==> config.mk <==
export PLATFORM = sky130hd
export DESIGN_NAME = pwm_loop_phase_freq_config
export DESIGN_NICKNAME = d
export VERILOG_FILES = /design/src/pwm_cfg_pkg.sv /design/src/comp_decode.sv /design/src/pwm_loop_phase_freq_config.sv
export VERILOG_INCLUDE_DIRS = /design/src
export SDC_FILE = /design/constraint.sdc
export NUM_CORES = 1
export LEC_CHECK = 0
export ABC_AREA = 1
export BUFFER_PORTS_ARGS = -buffer_cell sky130_fd_sc_hd__clkbuf_2
export CORE_MARGIN = 3
export CORE_UTILIZATION = 54
export DETAILED_ROUTE_END_ITERATION = 6
export PLACE_DENSITY = 0.87
export SETUP_SLACK_MARGIN = 0.02
export SYNTH_ARGS = -nofsm -noshare
export SYNTH_HDL_FRONTEND = slang
export SYNTH_SLANG_ARGS = --single-unit
==> constraint.sdc <==
create_clock -name core_clk -period 2.2 [get_ports core_clk]
set_input_delay 0.22 -clock core_clk [delete_from_list [all_inputs] [get_ports core_clk]]
set_output_delay 0.22 -clock core_clk [all_outputs]
set_load 0.01 [all_outputs]
==> src/pwm_cfg_map.svh <==
`ifndef PWM_CFG_MAP_SVH
`define PWM_CFG_MAP_SVH

// ----------------------------------------
// command codes
// ----------------------------------------
`define CMD_LOOP_COMP       8'hD3
`define CMD_PHASE_CFG       8'hF5
`define CMD_FREQ_SWITCH     8'h33

// ----------------------------------------
// reset values
// ----------------------------------------
`define LOOP_COMP_RESET     8'h70
`define PHASE_CFG_RESET     8'h10
`define FREQ_SWITCH_RESET   16'hF3E8

// ----------------------------------------
// field positions
// ----------------------------------------
`define COMP_GM_MSB         7
`define COMP_GM_LSB         5
`define COMP_RES_MSB        4
`define COMP_RES_LSB        0
`define PH_FB_SHARE_BIT     7
`define PH_GAIN_MSB         6
`define PH_GAIN_LSB         5
`define PH_SHARE_CLK_BIT    4
`define PH_RSVD_BIT         3
`define PH_OFFSET_MSB       2
`define PH_OFFSET_LSB       0
`define PH_OFFSET_RSVD      3'h7
`define PH_GAIN_RSVD        2'h3

// ----------------------------------------
// timing
// ----------------------------------------
`define CLK_PERIOD_NS       50
`define PLL_LOCK_US         100
`define PLL_LOCK_CYC        ((`PLL_LOCK_US * 1000) / `CLK_PERIOD_NS)

`endif

==> src/pwm_cfg_pkg.sv <==
package pwm_cfg_pkg;

   // ----------------------------------------
   // decoder state
   // ----------------------------------------
   typedef struct packed {
      logic [9:0] gm_10us;
      logic [7:0] res_quarter_k;
   } comp_dec_st_t;

   // ----------------------------------------
   // configuration block state
   // ----------------------------------------
   typedef struct packed {
      logic [7:0]  comp_p0;
      logic [7:0]  comp_p1;
      logic [7:0]  phase_cfg;
      logic [15:0] freq;
      logic        busy_fault;
      logic        cml_fault;
      logic        resp_valid;
      logic        resp_nack;
      logic [15:0] resp_rdata;
      logic [8:0]  ch0_phase;
      logic [8:0]  ch1_phase;
      logic        vin_ok;
      logic        ever_on;
      logic        share_clk_low;
      logic        pll_unlock;
      logic [11:0] pll_cnt;
   } cfg_st_t;

endpackage

==> src/comp_decode.sv <==
`timescale 1ns/10ps
`default_nettype none
`include "pwm_cfg_map.svh"

module comp_decode (
   // clock and reset
   input  wire logic       core_clk,
   input  wire logic       reset,
   // compensation byte
   input  wire logic [7:0] comp_code,
   // decoded loop settings
   output logic      [9:0] gm_10us,
   output logic      [7:0] res_quarter_k
);

   pwm_cfg_pkg::comp_dec_st_t st;
   pwm_cfg_pkg::comp_dec_st_t next_st;

   always_comb begin
      next_st = st;
      // [RULE1] transconductance lookup
      case (comp_code[`COMP_GM_MSB:`COMP_GM_LSB])
         3'h0:    next_st.gm_10us = 10'h064;
         3'h1:    next_st.gm_10us = 10'h0A8;
         3'h2:    next_st.gm_10us = 10'h0EB;
         3'h3:    next_st.gm_10us = 10'h12E;
         3'h4:    next_st.gm_10us = 10'h171;
         3'h5:    next_st.gm_10us = 10'h1B4;
         3'h6:    next_st.gm_10us = 10'h1F8;
         default: next_st.gm_10us = 10'h23D;
      endcase
      // [RULE2] resistor lookup, quarter kilohm
      case (comp_code[`COMP_RES_MSB:`COMP_RES_LSB])
         5'h00:   next_st.res_quarter_k = 8'h00;
         5'h01:   next_st.res_quarter_k = 8'h01;
         5'h02:   next_st.res_quarter_k = 8'h02;
         5'h03:   next_st.res_quarter_k = 8'h03;
         5'h04:   next_st.res_quarter_k = 8'h04;
         5'h05:   next_st.res_quarter_k = 8'h05;
         5'h06:   next_st.res_quarter_k = 8'h06;
         5'h07:   next_st.res_quarter_k = 8'h07;
         5'h08:   next_st.res_quarter_k = 8'h08;
         5'h09:   next_st.res_quarter_k = 8'h0A;
         5'h0A:   next_st.res_quarter_k = 8'h0C;
         5'h0B:   next_st.res_quarter_k = 8'h0E;
         5'h0C:   next_st.res_quarter_k = 8'h10;
         5'h0D:   next_st.res_quarter_k = 8'h12;
         5'h0E:   next_st.res_quarter_k = 8'h14;
         5'h0F:   next_st.res_quarter_k = 8'h16;
         5'h10:   next_st.res_quarter_k = 8'h18;
         5'h11:   next_st.res_quarter_k = 8'h1C;
         5'h12:   next_st.res_quarter_k = 8'h20;
         5'h13:   next_st.res_quarter_k = 8'h24;
         5'h14:   next_st.res_quarter_k = 8'h2C;
         5'h15:   next_st.res_quarter_k = 8'h34;
         5'h16:   next_st.res_quarter_k = 8'h3C;
         5'h17:   next_st.res_quarter_k = 8'h44;
         5'h18:   next_st.res_quarter_k = 8'h50;
         5'h19:   next_st.res_quarter_k = 8'h60;
         5'h1A:   next_st.res_quarter_k = 8'h70;
         5'h1B:   next_st.res_quarter_k = 8'h80;
         5'h1C:   next_st.res_quarter_k = 8'h98;
         5'h1D:   next_st.res_quarter_k = 8'hB8;
         5'h1E:   next_st.res_quarter_k = 8'hD8;
         default: next_st.res_quarter_k = 8'hF8;
      endcase
   end

   always_ff @(posedge core_clk) begin
      if (reset) begin
         st <= '0;
      end else begin
         st <= next_st;
      end
   end

   assign gm_10us       = st.gm_10us;
   assign res_quarter_k = st.res_quarter_k;

endmodule

`default_nettype wire

==> src/pwm_loop_phase_freq_config.sv <==
// What this block does
// [RULE1] upper three compensation bits pick error-amp transconductance, 1.00 to 5.73 mS
// [RULE2] lower five compensation bits pick internal resistor, 0 to 62 kilohm
// [RULE3] phase byte bit 7 set makes channel 1 use channel 0 feedback
// [RULE4] host sets feedback sharing only for multi-phase, with shared connections
// [RULE5] bits 6:5 pick input sense gain 2x, 4x, 8x; code 11 forbidden
// [RULE6] low three phase bits pick channel 0 and 1 phase offsets
// [RULE7] phase byte write while a channel runs is NACKed with busy fault
// [RULE8] shared-clock bit controls pulling the shared clock low on input thresholds
// [RULE9] host writes switching frequency only within 85 to 500 kHz
// [RULE10] frequency write while running is NACKed with busy fault
// [RULE11] after an accepted frequency change, report loss of lock until settled
// [RULE12] loop compensation is paged byte command 0xD3, reset 0x70
// [RULE13] phase configuration is unpaged byte command 0xF5, reset 0x10
// [RULE14] switching frequency is unpaged word command 0x33, L11, reset 250 kHz
// [RULE15] bit 3 and phase code 111 reserved; code 111 write flags fault
`timescale 1ns/10ps
`default_nettype none
`include "pwm_cfg_map.svh"

module pwm_loop_phase_freq_config (
   // clock and reset
   input  wire logic        core_clk,
   input  wire logic        reset,
   // command request
   input  wire logic        cmd_valid,
   input  wire logic        cmd_write,
   input  wire logic [7:0]  cmd_code,
   input  wire logic        cmd_page,
   input  wire logic [15:0] cmd_wdata,
   // command answer
   output logic             resp_valid,
   output logic             resp_nack,
   output logic [15:0]      resp_rdata,
   // fault flags
   input  wire logic        fault_clear,
   output logic             busy_fault,
   output logic             cml_fault,
   // channel state
   input  wire logic [1:0]  run_pin,
   input  wire logic [1:0]  ch_cmd_on,
   // input voltage comparators
   input  wire logic        vin_above_on,
   input  wire logic        vin_below_off,
   // loop settings
   output logic [9:0]       ch0_error_amp_transconductance,
   output logic [7:0]       ch0_internal_comp_resistor,
   output logic [9:0]       ch1_error_amp_transconductance,
   output logic [7:0]       ch1_internal_comp_resistor,
   // phase and sense settings
   output logic             use_ch0_feedback_node,
   output logic [1:0]       input_sense_gain,
   output logic [8:0]       ch0_phase_deg,
   output logic [8:0]       ch1_phase_deg,
   output logic             share_clk_low,
   // frequency
   output logic [15:0]      freq_setting,
   output logic             pll_unlock
);

   pwm_cfg_pkg::cfg_st_t st;
   pwm_cfg_pkg::cfg_st_t next_st;

   logic       running;
   logic       wr;
   logic [7:0] wbyte;

   assign running = |(run_pin & ch_cmd_on);
   assign wr      = cmd_valid & cmd_write;
   assign wbyte   = cmd_wdata[7:0];

   // ----------------------------------------
   // command decode and state update
   // ----------------------------------------
   always_comb begin
      next_st            = st;
      next_st.resp_valid = cmd_valid;
      next_st.resp_nack  = 1'b0;
      next_st.resp_rdata = 16'h0000;
      if (fault_clear) begin
         next_st.busy_fault = 1'b0;
         next_st.cml_fault  = 1'b0;
      end
      if (cmd_valid) begin
         case (cmd_code)
            // [RULE12] paged compensation byte
            `CMD_LOOP_COMP: begin
               if (cmd_write && cmd_page) begin
                  next_st.comp_p1 = wbyte;
               end else if (cmd_write) begin
                  next_st.comp_p0 = wbyte;
               end else begin
                  next_st.resp_rdata = {8'h00, cmd_page ? st.comp_p1 : st.comp_p0};
               end
            end
            // [RULE13] unpaged phase byte
            `CMD_PHASE_CFG: begin
               if (!cmd_write) begin
                  next_st.resp_rdata = {8'h00, st.phase_cfg};
               // [RULE7] refuse while running
               end else if (running) begin
                  next_st.resp_nack  = 1'b1;
                  next_st.busy_fault = 1'b1;
               // [RULE15] reserved phase code
               end else if (wbyte[`PH_OFFSET_MSB:`PH_OFFSET_LSB] == `PH_OFFSET_RSVD ||
                            // [RULE5] forbidden gain code
                            wbyte[`PH_GAIN_MSB:`PH_GAIN_LSB] == `PH_GAIN_RSVD) begin
                  next_st.resp_nack = 1'b1;
                  next_st.cml_fault = 1'b1;
               end else begin
                  // [RULE15] reserved bit stored as zero
                  next_st.phase_cfg = wbyte & ~(8'h01 << `PH_RSVD_BIT);
               end
            end
            // [RULE14] unpaged frequency word
            `CMD_FREQ_SWITCH: begin
               if (!cmd_write) begin
                  next_st.resp_rdata = st.freq;
               // [RULE10] refuse while running
               end else if (running) begin
                  next_st.resp_nack  = 1'b1;
                  next_st.busy_fault = 1'b1;
               end else begin
                  // range check is the host's duty; the word is kept as written
                  next_st.freq = cmd_wdata;
                  // [RULE11] unlock until resettled
                  if (cmd_wdata != st.freq) begin
                     next_st.pll_unlock = 1'b1;
                     next_st.pll_cnt    = 12'(`PLL_LOCK_CYC);
                  end
               end
            end
            default: begin
               next_st.resp_nack = 1'b1;
               next_st.cml_fault = 1'b1;
            end
         endcase
      end

      // [RULE11] settle countdown
      if (st.pll_unlock && !(wr && cmd_code == `CMD_FREQ_SWITCH && !running)) begin
         if (st.pll_cnt == 12'h000) begin
            next_st.pll_unlock = 1'b0;
         end else begin
            next_st.pll_cnt = st.pll_cnt - 12'h001;
         end
      end

      // [RULE6] phase offset table
      case (next_st.phase_cfg[`PH_OFFSET_MSB:`PH_OFFSET_LSB])
         3'h0:    {next_st.ch0_phase, next_st.ch1_phase} = {9'h000, 9'h0B4};
         3'h1:    {next_st.ch0_phase, next_st.ch1_phase} = {9'h05A, 9'h10E};
         3'h2:    {next_st.ch0_phase, next_st.ch1_phase} = {9'h000, 9'h0F0};
         3'h3:    {next_st.ch0_phase, next_st.ch1_phase} = {9'h000, 9'h078};
         3'h4:    {next_st.ch0_phase, next_st.ch1_phase} = {9'h078, 9'h0F0};
         3'h5:    {next_st.ch0_phase, next_st.ch1_phase} = {9'h03C, 9'h0F0};
         3'h6:    {next_st.ch0_phase, next_st.ch1_phase} = {9'h078, 9'h12C};
         default: {next_st.ch0_phase, next_st.ch1_phase} = {st.ch0_phase, st.ch1_phase};
      endcase

      // [RULE8] input window and shared clock pull-down
      if (vin_above_on) begin
         next_st.vin_ok  = 1'b1;
         next_st.ever_on = 1'b1;
      end else if (vin_below_off) begin
         next_st.vin_ok = 1'b0;
      end
      // with the bit clear only the start-up hold remains
      next_st.share_clk_low = next_st.phase_cfg[`PH_SHARE_CLK_BIT] ? !next_st.vin_ok
                                                                  : !next_st.ever_on;
   end

   always_ff @(posedge core_clk) begin
      if (reset) begin
         st               <= '0;
         st.comp_p0       <= `LOOP_COMP_RESET;
         st.comp_p1       <= `LOOP_COMP_RESET;
         st.phase_cfg     <= `PHASE_CFG_RESET;
         st.freq          <= `FREQ_SWITCH_RESET;
         st.ch1_phase     <= 9'h0B4;
         st.share_clk_low <= 1'b1;
      end else begin
         st <= next_st;
      end
   end

   // ----------------------------------------
   // per-page loop decoders
   // ----------------------------------------
   comp_decode u_comp0 (
      .core_clk      (core_clk),
      .reset         (reset),
      .comp_code     (st.comp_p0),
      .gm_10us       (ch0_error_amp_transconductance),
      .res_quarter_k (ch0_internal_comp_resistor)
   );

   comp_decode u_comp1 (
      .core_clk      (core_clk),
      .reset         (reset),
      .comp_code     (st.comp_p1),
      .gm_10us       (ch1_error_amp_transconductance),
      .res_quarter_k (ch1_internal_comp_resistor)
   );

   assign resp_valid            = st.resp_valid;
   assign resp_nack             = st.resp_nack;
   assign resp_rdata            = st.resp_rdata;
   assign busy_fault            = st.busy_fault;
   assign cml_fault             = st.cml_fault;
   // [RULE3] feedback sharing select
   assign use_ch0_feedback_node = st.phase_cfg[`PH_FB_SHARE_BIT];
   // [RULE5] sense gain code
   assign input_sense_gain      = st.phase_cfg[`PH_GAIN_MSB:`PH_GAIN_LSB];
   assign ch0_phase_deg         = st.ch0_phase;
   assign ch1_phase_deg         = st.ch1_phase;
   assign share_clk_low         = st.share_clk_low;
   assign freq_setting          = st.freq;
   assign pll_unlock            = st.pll_unlock;
endmodule

`default_nettype wire

==> results by stage <==
Detailed routing:
- The final route contains 5,165 vias.
- After detailed routing, the average wire length per cell comes to 14.3 um.
- In the routed layout, each cell is associated on average with a via count of 5.28.
- Once detail routing completed, the nets flagged for antenna violations numbered 0.
- The detailed router finished its first iteration with 368 violations.
- The pre-antenna-repair detailed-routing pass consisted of 5 iterations.
- The final wirelength is 14,000 um.
- For this run, design rule violations remaining after detail routing come to 0.

CTS:
- The CTS tree is done.
- TritonCTS created 17 clock buffers.
- In this run the post-CTS setup repair buffer count came out at 0.
- The clock transition time at the flip-flop clock pins of the worst setup and hold paths is 60 ps.
- The clock passes through at most 2 buffers.
- The depth of the CTS H-tree is 4.
- The tree is rooted in a clkbuf_8.
- At the later pin of the worst-skew pair, clock insertion delay measures 510 ps.
- The tree built by TritonCTS fans out to 122 sinks.

STA:
- The worst pin sits at a relative slew slack of 63.3%.
- The transition time at the pin with the least slew margin is 549 ps.
- The final critical path takes up 80.2% of the cycle.
- The shortest clock period the worst path allows after layout is 1770 ps.
- The setup TNS after final layout is 0 ps.
- The final worst hold slack is 11.0 ps.
- The setup violation total in the final timing report is 0.
- The number of max-slew violations in the final report is 0.
- The total count of hold-check failures in the final report is 0.
- Setup repair after global routing left no endpoint under its margin.
- The post-layout worst setup margin is 435 ps.
- Clock skew on the completed layout was measured at 5.86 ps.
- Static timing analysis puts the maximum clock frequency at 566 MHz.

Synth:
- Summed over all instances, the cell type with the most area after synthesis is dfxtp_1.
- The gate count of the mapped netlist is 745.
- For this run, asynchronously set or reset flops after synthesis account for 0%.
- Yosys printed 0 warnings.
- The synthesized design devotes to its leading area cell type 42.7% of total area.
- Yosys mapped a number of flops with a built-in enable equal to 0.
- Dividing the synthesized area by the synthesized cell count gives 7.68 um2.
- The cell area that synthesis handed to floorplanning was 0.00572 mm2.
- Counting flops and latches in the post-synthesis netlist gives 122.
- By instance count, the leading cell after synthesis is nand2_1.
- For this run, the leading register cell type out of synthesis is dfxtp_1.
- After synthesis, flip-flops and latches occupy 42.7% of the total area.
- After synthesis, the cell types taking the most area are dfxtp_1 (43%), nand2_1 (9.6%), buf_4 (7.0%).
- The distinct cell type count after synthesis is 45.
- By count the netlist is led by nand2_1 (147), dfxtp_1 (122), inv_1 (91).

Critical path:
- Setup slack on the worst reg-to-reg path comes out at 430 ps.
- The category of the worst setup path launch point is a flip-flop.
- The signal on the critical path passes through inv_1 -> ha_1 -> nor2_1 -> inv_1 -> or2_2 -> a21oi_1 -> inv_1 -> a31oi_1.
- The critical path class is flip-flop to flip-flop.
- The delay of the slowest cell on the worst path is 410 ps.
- The worst path required time is 2630 ps.
- The reg-to-reg startpoint is st[83].
- The maximum fanout along the worst path is 5.
- Among cell families on the critical path, the largest total delay comes from simple AND/OR/NAND/NOR gates.
- At the worst endpoint, the arrival time is 2200 ps.
- The critical path starts at st[83].
- The endpoint class of the critical path is a flip-flop.
- Counting stages on the worst path, the most repeated cell is inv_1.
- The worst-path cell with the longest stage delay is dfxtp_1.
- Together, buffers and inverters on the worst path number 3.

Floorplan:
- Measured along the y axis, the die boundary spans 109 um.
- For this design the top-level I/O count stands at 131.
- The core region is 0.0100 mm2.
- The die covers 0.0119 mm2.
- The placement row count is 36.
- Measured along the x axis, the die boundary spans 109 um.
- Once the floorplan was initialized, standard cells occupied 57.0% of the core.

Layout:
- The area added between synthesis and finish is 17.2%.
- The footprint of the multi-input gates is 0.00245 mm2.
- The final core area utilization is 66.8%.
- The number of inserted filler cells in the final layout is 818.
- Once layout is complete, the cells apart from fillers number 979.
- The post-route standard cell area excluding fillers is 0.00671 mm2.
- The proportion of layout cells with a drive suffix above 1 is 24.1%.
- The repair_antennas step left the layout with diodes totalling 0.
- The register area is 0.00244 mm2.
- After the last flow step, the layout net total stands at 882.

Placement:
- The total placed instance area is 0.00609 mm2.
- The number of cells in the design after placement is 940.
- The wire-length estimate of the detail-placed layout is 10,000 um.
- The worst slack at placement is 376 ps.
- The final weighted congestion of routability-driven global placement is 0.880.
- In this run the tool buffered the top-level ports with 126 buffer cells.

GRT:
- The number of global-route vias before repair was 4,863.
- The first global-routing pass estimated 22,400 um of wire.
- Entering global routing, the biggest net connects 38 pins.
- The initial antenna violation count came to 0.
- For this run the aggregate overflow at the end of global routing stands at 0.
- For this run, the total global-route usage over all layers was measured as 24.1%.

Worst hold path:
- The worst hold path begins at cmd_wdata[13].
- The path class of the tightest hold or removal check is input port to flip-flop.

Power:
- Summing internal, switching and leakage power gives 5.03 mW.
- In this run the static leakage power is 3.30 nW.
- The power density over the cells is 750 mW/mm2.
- The worst ir drop on vdd is 0.416 mV.

Job:
- Max-cap violations in this run came to 0.

Status:
- The run finished with clean final reports.
## state kept, by name, indices dropped and copies added, names as in the netlist
register,flops
resp_rdata,16
busy_fault,1
u_comp1.res_quarter_k,8
pll_unlock,1
freq_setting,16
st,34
use_ch0_feedback_node,1
share_clk_low,1
resp_nack,1
u_comp0.res_quarter_k,8
cml_fault,1
u_comp0.gm_10us,10
ch1_phase_deg,7
ch0_phase_deg,5
resp_valid,1
input_sense_gain,2
u_comp1.gm_10us,9
## per-layer routing
layer / track usage (%) / part of all wire, % / vias to the layer above
met2: 39.9 / 49 / 212
met3: 6.45 / 7.6 / 39
met5: 0 / 0 / -
li1: - / - / 2528
met4: 11.0 / 2.9 / 0
met1: 29.1 / 41 / 2386
## area by class of cell
cell class / instances / area share (%)
Multi-Input combinational cell: 460 / 36.5
Timing Repair Buffer: 137 / 11.1
Clock buffer: 18 / 6.38
Clock inverter: 14 / 1.83
Tap cell: 133 / 2.48
Inverter: 95 / 5.35
Sequential cell: 122 / 36.4
## timing repair
action                                  in CTS  in global routing
endpoints found under the hold margin        7                  0
gates resized for setup                      0                  0
endpoints found under the setup margin       0                  0
hold buffers                                 7                  0
## path summary, 6_finish.rpt
path	depth (start not counted)	to
max reg2reg	8	u_comp1.gm_10us[3]
min reg2reg	2	ch1_phase_deg[2]
max	8	u_comp1.gm_10us[3]
min	3	freq_setting[13]
## cells by family (layout without fill, tap and decap cells)
logic type / Yosys count / in the layout / synth area share [%]
flip-flops: 122 / 122 / 42.7
AO/OA/AOI/OAI: 137 / 137 / 13.8
AND/OR/NAND/NOR: 291 / 291 / 23.5
buffers and inverters: 166 / 264 / 14.8
XOR/XNOR: 15 / 15 / 2.30
adder cells (fa/ha/maj): 13 / 13 / 2.84
other: 1 / 4 / 0.0655
## placed cells by master (no fill, tap or decap), types with 3 or more instances in the layout
cell type,count
a21oi_1,54
a31oi_1,4
a41oi_1,6
buf_4,3
clkbuf_16,16
clkbuf_2,126
clkinv_2,4
clkinvlp_4,5
conb_1,4
dfxtp_1,122
dlygate4sd3_1,7
ha_1,13
inv_1,91
inv_2,3
nand2_1,147
nand2_2,16
nand3_1,36
nand4_1,3
nor2_1,51
nor2_2,4
nor2_4,7
nor3_1,17
o211ai_1,13
o21ai_0,45
o21ai_1,3
xnor2_1,9
xor2_1,6
## worst reg2reg max path, stage by stage (launching register included)
cell and delay (ps):
dfxtp_1 410, inv_1 120, ha_1 250, nor2_1 140
inv_1 70, or2_2 290, a21oi_1 150, inv_1 110
a31oi_1 160
## power by group
part	switching [mW]	internal, mW	leakage, nW
combinational	0.145	0.0829	2.05
sequential	0.00684	2.23	0.990
clock	1.04	1.53	0.259
total	1.19	3.84	3.30
(Power assumes the default switching activity.)
